## config.mk

```make
export PLATFORM = sky130hd
export DESIGN_NAME = csi2_transmit_port_control
export DESIGN_NICKNAME = d
export VERILOG_FILES = /design/src/core/csi_tx_ctl_pkg.sv /design/src/core/sync_2ff.sv /design/src/core/buf_2entry.sv /design/src/core/csi2_transmit_port_control.sv
export SDC_FILE = /design/constraint.sdc
export NUM_CORES = 1
export LEC_CHECK = 0
export ABC_CLOCK_PERIOD_IN_PS = 2300
export BUFFER_PORTS_ARGS = -buffer_cell sky130_fd_sc_hd__buf_2
export CORE_MARGIN = 4
export CORE_UTILIZATION = 52
export CTS_CLUSTER_DIAMETER = 100
export CTS_CLUSTER_SIZE = 12
export DETAILED_ROUTE_END_ITERATION = 10
export GPL_ROUTABILITY_DRIVEN = 0
export GPL_TIMING_DRIVEN = 0
export PLACE_DENSITY = 0.79
export SYNTH_ARGS = -nofsm -noshare
export SYNTH_HDL_FRONTEND = slang
export SYNTH_SLANG_ARGS = --single-unit
```

## constraint.sdc

```tcl
create_clock -name clk -period 2.3 [get_ports clk]
set_clock_uncertainty 0.05 [all_clocks]
set_input_delay 0.115 -clock clk [delete_from_list [all_inputs] [get_ports clk]]
set_output_delay 0.115 -clock clk [all_outputs]
set_load 0.02 [all_outputs]
```

## src/core/csi_tx_ctl_pkg.sv

```systemverilog
// Shared constants for the transmit port control block.
// Assumes a word-addressed register slave in which each index is one word.
package csi_tx_ctl_pkg;

  // Register indices; byte address is four times the index
  localparam logic [7:0] IDX_TX_CTL = 8'h33;
  localparam logic [7:0] IDX_TX_CTL2 = 8'h34;
  localparam logic [7:0] IDX_TX_STATUS = 8'h35;
  localparam logic [7:0] IDX_TX_ENGINE = 8'h38;

  // Fields of transmit_port_control
  localparam int POS_ENABLE = 0;
  localparam int POS_CONT_CLK = 1;
  localparam int POS_LP_LO = 2;
  localparam int POS_LANES_LO = 4;
  localparam int POS_INIT_SKEW = 6;

  // Fields of transmit_port_control_two
  localparam int POS_PERIODIC = 0;
  localparam int POS_ONESHOT = 1;
  localparam int POS_INVERT = 2;
  localparam int POS_PASS_ALL = 3;

  // Reset values and the fixed read value of the upper control-two bits
  localparam logic [7:0] RST_TX_CTL = 8'h00;
  localparam logic [3:0] RST_TX_CTL2 = 4'h0;
  localparam logic [3:0] CTL2_UPPER_READ = 4'h4;

  // Force codes for the low-power field
  localparam logic [1:0] LP_NORMAL = 2'h0;
  localparam logic [1:0] LP_DATA = 2'h1;
  localparam logic [1:0] LP_BOTH = 2'h3;

  // Deskew bytes, sent least significant bit first
  localparam logic [7:0] SKEW_NORMAL = 8'haa;
  localparam logic [7:0] SKEW_INVERT = 8'h55;

  // Default length of one skew-calibration burst, in output words
  localparam int SKEW_WORDS = 16;

endpackage

```

## src/core/sync_2ff.sv

```systemverilog
// Two-flop synchroniser for a vector of level signals.
// Assumes every bit is a slow level relative to clk.
`timescale 1ns/10ps
module sync_2ff #(
  parameter int WIDTH = 1
) (
  // Clock and reset
  input wire logic clk,
  input wire logic srst,
  // Asynchronous side and synchronised side
  input wire logic [WIDTH-1:0] async_in,
  output logic [WIDTH-1:0] sync_out
);

  typedef struct packed {
    logic [WIDTH-1:0] stage1;
    logic [WIDTH-1:0] stage2;
  } sync_state_t;

  sync_state_t st_reg;
  sync_state_t st_next;

  always_comb begin
    st_next = st_reg;
    st_next.stage1 = async_in;
    st_next.stage2 = st_reg.stage1;
  end

  always_ff @(posedge clk) begin
    if (srst) begin
      st_reg <= '0;
    end else begin
      st_reg <= st_next;
    end
  end

  assign sync_out = st_reg.stage2;

endmodule

```

## src/core/buf_2entry.sv

```systemverilog
// Two-entry buffer with valid and ready on both sides.
// Assumes both sides run on clk; storage is flip-flops.
`timescale 1ns/10ps
module buf_2entry #(
  parameter int WIDTH = 9,
  parameter int DEPTH = 2
) (
  // Clock and reset
  input wire logic clk,
  input wire logic srst,
  // Fill side
  input wire logic in_valid,
  output logic in_ready,
  input wire logic [WIDTH-1:0] in_data,
  // Drain side
  output logic out_valid,
  input wire logic out_ready,
  output logic [WIDTH-1:0] out_data
);

  localparam int PW = $clog2(DEPTH);

  typedef struct packed {
    logic [DEPTH-1:0][WIDTH-1:0] mem;
    logic [PW-1:0] wr_ptr;
    logic [PW-1:0] rd_ptr;
    logic [PW:0] count;
  } buf_state_t;

  buf_state_t st_reg;
  buf_state_t st_next;
  logic push;
  logic pop;

  // Count is one bit wider than the pointers, so full is compared at its width
  assign in_ready = (st_reg.count != (PW+1)'(DEPTH));
  assign out_valid = (st_reg.count != '0);
  assign out_data = st_reg.mem[st_reg.rd_ptr];
  assign push = in_valid && in_ready;
  assign pop = out_valid && out_ready;

  always_comb begin
    st_next = st_reg;
    if (push) begin
      st_next.mem[st_reg.wr_ptr] = in_data;
      st_next.wr_ptr = (st_reg.wr_ptr == PW'(DEPTH - 1)) ? '0 :
                       st_reg.wr_ptr + 1'b1;
    end
    if (pop) begin
      st_next.rd_ptr = (st_reg.rd_ptr == PW'(DEPTH - 1)) ? '0 :
                       st_reg.rd_ptr + 1'b1;
    end
    if (push && !pop) begin
      st_next.count = st_reg.count + 1'b1;
    end else if (pop && !push) begin
      st_next.count = st_reg.count - 1'b1;
    end
  end

  always_ff @(posedge clk) begin
    if (srst) begin
      st_reg <= '0;
    end else begin
      st_reg <= st_next;
    end
  end

endmodule

```

## src/core/csi2_transmit_port_control.sv

```systemverilog
// Transmit port control: registers, lane control, deskew sequencing, pass.
// Assumes an Avalon-MM master on clk and a link whose clock is sampled.
//
// Functional notes
// - With initial deskew enabled, a calibration burst goes out before data.
// - Lane count codes 00,01,10,11 select four, three, two and one lanes.
// - Force code 01 holds data lanes in LP00, 11 holds data and clock lanes.
// - Continuous clock mode runs the clock lane from the first packet on.
// - Output is produced only while the output enable bit is one.
// - Pass needs any enabled port valid in scope 0, all of them in scope 1.
// - The default calibration pattern alternates starting with a zero bit.
// - The invert bit swaps the calibration pattern to start with a one.
// - Writing one to the one-shot bit sends one burst at the next idle.
// - The one-shot bit clears itself once its burst has been sent.
// - With periodic deskew on, a burst follows every Frame End word.
// - Pass shows live delivery of valid video and drops on a send error.
//
// Register access over Avalon-MM is this design's own decision.
`timescale 1ns/10ps
module csi2_transmit_port_control
  import csi_tx_ctl_pkg::*;
#(
  parameter int DATA_W = 8,
  parameter int SKEW_LEN = SKEW_WORDS
) (
  // Clock and reset
  input wire logic clk,
  input wire logic srst,
  // Avalon-MM slave, word addressed
  input wire logic [7:0] address,
  input wire logic read,
  input wire logic write,
  input wire logic [31:0] writedata,
  input wire logic [3:0] byteenable,
  output logic [31:0] readdata,
  output logic waitrequest,
  // Incoming video link, sampled on clk
  input wire logic link_clk,
  input wire logic link_valid,
  input wire logic link_frame_end,
  input wire logic [DATA_W-1:0] link_data,
  output logic link_ready,
  // Receive port status, same clock
  input wire logic [1:0] rx_port_enable,
  input wire logic [1:0] rx_video_valid,
  input wire logic tx_error,
  // Lane side towards the PHY
  input wire logic phy_ready,
  output logic [DATA_W-1:0] lane_data,
  output logic lane_valid,
  output logic lane_frame_end,
  output logic lane_deskew,
  output logic [3:0] lane_enable,
  output logic data_lp00,
  output logic clk_lp00,
  output logic clk_lane_run,
  output logic tx_pass
);

  typedef enum logic [1:0] {
    ST_OFF = 2'b00,
    ST_INIT = 2'b01,
    ST_RUN = 2'b10,
    ST_SKEW = 2'b11
  } tx_state_t;

  localparam int CW = $clog2(SKEW_LEN + 1);

  typedef struct packed {
    logic [7:0] ctl;
    logic [3:0] ctl2;
    tx_state_t state;
    logic [CW-1:0] skew_cnt;
    logic skew_is_oneshot;
    logic periodic_due;
    logic seen_packet;
    logic overflow;
    logic link_clk_prev;
    logic link_ready;
    logic [31:0] readdata;
    logic waitrequest;
    logic [DATA_W-1:0] lane_data;
    logic lane_valid;
    logic lane_frame_end;
    logic lane_deskew;
    logic [3:0] lane_enable;
    logic data_lp00;
    logic clk_lp00;
    logic clk_lane_run;
    logic tx_pass;
  } ctl_state_t;

  ctl_state_t st_reg;
  ctl_state_t st_next;

  ////////////////////////////////////////////////////////////////////////////
  // Link sampling and buffering

  logic [DATA_W+2:0] link_sync;
  logic link_clk_s;
  logic link_valid_s;
  logic link_fe_s;
  logic [DATA_W-1:0] link_data_s;
  logic push;
  logic buf_in_ready;
  logic buf_valid;
  logic buf_pop;
  logic [DATA_W:0] buf_word;

  sync_2ff #(
    .WIDTH(DATA_W + 3)
  ) u_link_sync (
    .clk(clk),
    .srst(srst),
    .async_in({link_clk, link_valid, link_frame_end, link_data}),
    .sync_out(link_sync)
  );

  assign link_clk_s = link_sync[DATA_W+2];
  assign link_valid_s = link_sync[DATA_W+1];
  assign link_fe_s = link_sync[DATA_W];
  assign link_data_s = link_sync[DATA_W-1:0];
  // Data settles half a link period before the rising edge
  assign push = link_clk_s && !st_reg.link_clk_prev && link_valid_s;

  buf_2entry #(
    .WIDTH(DATA_W + 1),
    .DEPTH(2)
  ) u_buf (
    .clk(clk),
    .srst(srst),
    .in_valid(push),
    .in_ready(buf_in_ready),
    .in_data({link_fe_s, link_data_s}),
    .out_valid(buf_valid),
    .out_ready(buf_pop),
    .out_data(buf_word)
  );

  ////////////////////////////////////////////////////////////////////////////
  // Decoded controls

  logic out_en;
  logic cont_clk;
  logic [1:0] lp_code;
  logic [1:0] lane_code;
  logic init_skew;
  logic periodic_en;
  logic oneshot;
  logic invert;
  logic pass_all;
  logic [1:0] rx_good;
  logic pass_raw;
  logic force_data;
  logic force_clk;
  logic step;
  logic skew_last;
  logic idle_now;

  assign out_en = st_reg.ctl[POS_ENABLE];
  assign cont_clk = st_reg.ctl[POS_CONT_CLK];
  assign lp_code = st_reg.ctl[POS_LP_LO+:2];
  assign lane_code = st_reg.ctl[POS_LANES_LO+:2];
  assign init_skew = st_reg.ctl[POS_INIT_SKEW];
  assign periodic_en = st_reg.ctl2[POS_PERIODIC];
  assign oneshot = st_reg.ctl2[POS_ONESHOT];
  assign invert = st_reg.ctl2[POS_INVERT];
  assign pass_all = st_reg.ctl2[POS_PASS_ALL];

  // Reserved code 10 behaves as normal operation
  assign force_data = (lp_code == LP_DATA) || (lp_code == LP_BOTH);
  assign force_clk = (lp_code == LP_BOTH);

  assign rx_good = rx_port_enable & rx_video_valid;
  assign pass_raw = pass_all ? ((rx_port_enable != 2'h0) &&
                                (rx_good == rx_port_enable)) :
                               (rx_good != 2'h0);

  // Lanes advance only when the PHY takes a word and LP00 is not forced
  assign step = phy_ready && !force_data && out_en;
  assign skew_last = (st_reg.skew_cnt == CW'(SKEW_LEN - 1));
  assign idle_now = !buf_valid;
  assign buf_pop = (st_reg.state == ST_RUN) && step && buf_valid &&
                   !st_reg.periodic_due;

  ////////////////////////////////////////////////////////////////////////////
  // Next state

  logic req;
  logic wr_hit;
  logic oneshot_done;

  assign req = read || write;
  assign wr_hit = write && !st_reg.waitrequest && byteenable[0];

  always_comb begin
    st_next = st_reg;
    oneshot_done = 1'b0;

    // Bus answer one cycle after the request is seen
    st_next.waitrequest = !(req && st_reg.waitrequest);
    if (req && st_reg.waitrequest) begin
      case (address)
        IDX_TX_CTL: begin
          st_next.readdata = {24'h0, 1'b0, st_reg.ctl[6:0]};
        end
        IDX_TX_CTL2: begin
          st_next.readdata = {24'h0, CTL2_UPPER_READ, st_reg.ctl2};
        end
        IDX_TX_STATUS: begin
          st_next.readdata = {31'h0, st_reg.tx_pass};
        end
        IDX_TX_ENGINE: begin
          st_next.readdata = {28'h0, st_reg.overflow, st_reg.clk_lane_run,
                              (st_reg.state == ST_SKEW),
                              (st_reg.state == ST_RUN)};
        end
        default: begin
          st_next.readdata = 32'h0;
        end
      endcase
    end

    st_next.link_clk_prev = link_clk_s;
    st_next.link_ready = buf_in_ready;

    // Drop marker when the buffer cannot take a sampled word
    if (read && !st_reg.waitrequest && address == IDX_TX_ENGINE) begin
      st_next.overflow = 1'b0;
    end
    if (push && !buf_in_ready) begin
      st_next.overflow = 1'b1;
    end

    // Clear on a PHY accept; forced LP00 withdraws a held word
    if (step || force_data) begin
      st_next.lane_valid = 1'b0;
      st_next.lane_frame_end = 1'b0;
      st_next.lane_deskew = 1'b0;
    end

    case (st_reg.state)
      ST_OFF: begin
        st_next.skew_cnt = '0;
        if (out_en) begin
          if (init_skew) begin
            st_next.state = ST_INIT;
          end else begin
            st_next.state = ST_RUN;
          end
        end
      end
      ST_INIT, ST_SKEW: begin
        if (step) begin
          st_next.lane_valid = 1'b1;
          st_next.lane_deskew = 1'b1;
          st_next.lane_data = invert ? SKEW_INVERT : SKEW_NORMAL;
          st_next.skew_cnt = st_reg.skew_cnt + 1'b1;
          if (skew_last) begin
            st_next.skew_cnt = '0;
            st_next.state = ST_RUN;
            if (st_reg.state == ST_SKEW && st_reg.skew_is_oneshot) begin
              oneshot_done = 1'b1;
            end
          end
        end
      end
      ST_RUN: begin
        if (step) begin
          if (st_reg.periodic_due) begin
            st_next.periodic_due = 1'b0;
            st_next.skew_is_oneshot = 1'b0;
            st_next.state = ST_SKEW;
          end else if (buf_valid) begin
            st_next.lane_valid = 1'b1;
            st_next.lane_data = buf_word[DATA_W-1:0];
            st_next.lane_frame_end = buf_word[DATA_W];
            st_next.seen_packet = 1'b1;
            if (buf_word[DATA_W] && periodic_en) begin
              st_next.periodic_due = 1'b1;
            end
          end else if (oneshot && idle_now) begin
            st_next.skew_is_oneshot = 1'b1;
            st_next.state = ST_SKEW;
          end
        end
      end
      default: begin
        st_next.state = ST_OFF;
      end
    endcase

    if (!out_en) begin
      st_next.state = ST_OFF;
      st_next.lane_valid = 1'b0;
      st_next.lane_frame_end = 1'b0;
      st_next.lane_deskew = 1'b0;
      st_next.periodic_due = 1'b0;
      st_next.seen_packet = 1'b0;
    end

    // Register writes; a fresh one-shot write wins over the self-clear
    if (oneshot_done) begin
      st_next.ctl2[POS_ONESHOT] = 1'b0;
    end
    if (wr_hit && address == IDX_TX_CTL) begin
      st_next.ctl = {1'b0, writedata[6:0]};
    end
    if (wr_hit && address == IDX_TX_CTL2) begin
      st_next.ctl2 = writedata[3:0];
      if (!writedata[POS_ONESHOT] && !oneshot_done) begin
        st_next.ctl2[POS_ONESHOT] = oneshot;
      end
      if (!writedata[POS_ONESHOT] && oneshot_done) begin
        st_next.ctl2[POS_ONESHOT] = 1'b0;
      end
    end

    case (lane_code)
      2'b00: st_next.lane_enable = 4'b1111;
      2'b01: st_next.lane_enable = 4'b0111;
      2'b10: st_next.lane_enable = 4'b0011;
      2'b11: st_next.lane_enable = 4'b0001;
      default: st_next.lane_enable = 4'b0001;
    endcase
    if (!out_en) begin
      st_next.lane_enable = 4'b0000;
    end

    st_next.data_lp00 = force_data || !out_en;
    st_next.clk_lp00 = force_clk || !out_en;
    // Gated clock mode only runs while words are moving
    st_next.clk_lane_run = out_en && !force_clk &&
                           (cont_clk ? st_next.seen_packet :
                            st_next.lane_valid);
    st_next.tx_pass = out_en && pass_raw && !tx_error;
  end

  always_ff @(posedge clk) begin
    if (srst) begin
      st_reg <= '0;
      st_reg.ctl <= RST_TX_CTL;
      st_reg.ctl2 <= RST_TX_CTL2;
      st_reg.state <= ST_OFF;
      st_reg.waitrequest <= 1'b1;
      st_reg.data_lp00 <= 1'b1;
      st_reg.clk_lp00 <= 1'b1;
    end else begin
      st_reg <= st_next;
    end
  end

  ////////////////////////////////////////////////////////////////////////////
  // Outputs

  assign readdata = st_reg.readdata;
  assign waitrequest = st_reg.waitrequest;
  assign link_ready = st_reg.link_ready;
  assign lane_data = st_reg.lane_data;
  assign lane_valid = st_reg.lane_valid;
  assign lane_frame_end = st_reg.lane_frame_end;
  assign lane_deskew = st_reg.lane_deskew;
  assign lane_enable = st_reg.lane_enable;
  assign data_lp00 = st_reg.data_lp00;
  assign clk_lp00 = st_reg.clk_lp00;
  assign clk_lane_run = st_reg.clk_lane_run;
  assign tx_pass = st_reg.tx_pass;

endmodule

```

==> flow_metrics.tcl <==
set metrics [dict create \
    io_pins 118 \
    required_ns 2.53 \
    ys_seq_area_share_pct 46.9 \
    tightest_slew_ns 0.607 \
    ys_warn_count 0 \
    core_um2 7410 \
    grt.total_usage_pct 20.6 \
    path_buf_inv 4 \
    synth.top_cell.area_share_pct 46.9 \
    placed_area_um2 4590 \
    cts_htree_levels 3 \
    drt-pass1-iter-count 4 \
    drv_slew 0 \
    die_area_um2 9270 \
    slew-limit-headroom_pct 59.5 \
    dp_cells 621 \
    die_h_um 96.3 \
    crit_type "reg -> reg" \
    synth_top_family_by_area "simple AND/OR/NAND/NOR gates" \
    synth_simple_gate_area_share_pct 19.8 \
    synth-edff-count 0 \
    fin_crit_sh_pct 94.3 \
    status "completed" \
    async_reset_ff_share_pct 0 \
    start_util_pct 54.7 \
    cp_max_fo 10 \
    slowest_delay_ns 0.38 \
    p_leak_nw 2.08 \
    setup_ws_ns 0.131 \
    multiInputGateArea_um2 1800 \
    syn_avg_cell_area_um2 9.33 \
    fillCellCount 583 \
    synth_area_um2 4050 \
    cpLargestDelayFamily "simple AND/OR/NAND/NOR gates" \
    synthCells 434 \
    slowest_stage "dfxtp_4" \
    ys_types 53 \
    whs_ns 0.0150 \
    hpwl_um 6560 \
    synthTopCellsByArea "dfxtp_1, buf_4, mux2i_1, nor2b_1, a21oi_1" \
    drtAntennaViolNets 0 \
    grt_pass1_wl_um 14700 \
    design_area_um2 5010 \
    grt_pass1_vias 3162 \
    setup-violations-final 0 \
    port-buffer-count 64 \
    place_ws_ns -0.0345 \
    wl_per_cell_um 14.1 \
    min_period_ns 2.17 \
    power_mw 2.98 \
    cts.clk_slew.worst_paths_ns 0.08 \
    final_layout_size_suffix_gt1_share_pct 26.8 \
    hold_viol_final 0 \
    nNetsFinal 620 \
    synth_compound_area_share_pct 13.1 \
    cts_tree "done" \
    worst-endpoint-arrival_ns 2.40 \
    synth.top_cells.by_count "dfxtp_1, buf_4, nor2_1" \
    grt_max_degree 15 \
    startpoint_type "flop" \
    fin_cells 656 \
    hold_path.class "in -> reg" \
    end_kind "flop" \
    max-cap-violations 0 \
    wl_um 9270 \
    register_area_um2 1910 \
    cts_buffers 9 \
    path_cells "and3b_1 > clkbuf_4 > and3_1 > buf_4 > buf_6 > inv_1 > ha_4 > xor2_1 > or3_1 > a21oi_1" \
    yosys.area.top_type "dfxtp_1" \
    vias 3349 \
    rsz0062_at_grt "false" \
    clk_latency_ns 0.35 \
    synth.area.mux_share_pct 7.44 \
    area.growth.synth_to_final_pct 23.6 \
    ctsRootBufferMaster "clkbuf_8" \
    antenna_cells 0 \
    rows 31 \
    largest_reg_flops 22 \
    cts.path.max_buffers 2 \
    power.density_nw_per_um2 595 \
    synth.most_common_cell "dfxtp_1" \
    globalRouteOverflowTotal 0 \
    drt_iter0_markers 159 \
    ys_seq_elements 95 \
    synth_flop_cell "dfxtp_1" \
    synth_xor_area_share_pct 0.865 \
    dieWidth_um 96.3 \
    vdd_ir_drop_max_mv 0.431 \
    antenna_found_initial 0 \
    cts.sinks 95 \
    fmax_mhz 461 \
    via_per_inst 5.11 \
    drc 0 \
    synth_fa_ha_area_share_pct 0.618 \
]
## report_power, final
group	leakage [nW]	switching, mW	internal [mW]
combinational	1.20	0.124	0.100
sequential	0.772	0.00895	1.66
clock	0.105	0.532	0.550
## stage by stage
step / setup TNS [ns] / utilization, %
2_1_floorplan: 0 / -
3_3_place_gp: 0 / 61.9
3_5_place_dp: -0.0345 / 61.9
4_1_cts: 0 / 67.0
5_1_grt: 0 / 67.6
6_report: 0 / 67.6
## final timing paths
kind                                startpoint                                  to  slack (ns)  cells past startpoint
max                    lp_code[0]$_SDFFE_PP0P_        u_buf.st_reg[1]$_SDFFE_PP0P_        0.13                     10
min                               writedata[0]            periodic_en$_SDFFE_PP0P_        0.02                      3
max reg2reg            lp_code[0]$_SDFFE_PP0P_        u_buf.st_reg[1]$_SDFFE_PP0P_        0.13                     10
min reg2reg  u_link_sync.st_next[5]$_SDFF_PP0_  u_link_sync.sync_out[5]$_SDFF_PP0_        0.39                      1
## worst min-delay path: stages
cell	delay, ns
buf_2	0.11
mux2i_1	0.07
nor2_1	0.08
## per-layer routing
metal  track usage, %  vias to the layer above  part of all wire, %
li1                 -                     1683                    -
met1             24.0                     1553                   41
met2             36.8                       96                   52
met3             3.75                       17                  5.2
met4             8.89                        0                  1.9
met5                0                        -                    0
## final cells by class
class / instances / share of cell area (%)
sequential: 95 / 38.1
tap: 99 / 2.47
clock buffer: 11 / 3.02
multi-input combinational: 289 / 36.0
clock inverter: 4 / 0.900
inverter: 6 / 0.450
buffer: 68 / 8.75
timing repair buffer: 84 / 10.3
## what timing repair did
| item | in CTS | in global routing |
|---|---|---|
| hold endpoints to repair | 20 | 0 |
| setup buffers | 0 | 2 |
| hold buffers | 18 | 0 |
| cloned | 0 | 0 |
| setup endpoints to repair | 1 | 1 |
| resized for setup | 3 | 6 |
## kinds of logic (layout without fill, tap and decap cells)
kind of cell | count (synthesis) | after routing
other cells | 1 | 25
xor+xnor | 4 | 4
buf+inv | 74 | 173
flops | 95 | 95
compound gates | 79 | 79
simple gates | 150 | 150
mux | 29 | 29
fa+ha+maj | 2 | 2
## placed cells by master (no fill, tap or decap), drive strengths merged, types with 4 or more instances in the layout
cell type    count
a211oi          10
a21oi           34
a311oi           4
a32oi            4
buf            117
clkbuf          28
conb            25
dfxtp           95
dlygate4sd3     18
inv              6
mux2             9
mux2i           20
nand2           23
nand3           13
nand3b           6
nor2            39
nor2b           29
nor3            16
o21ai            5
No activity file was read; power rests on OpenSTA's default activity.
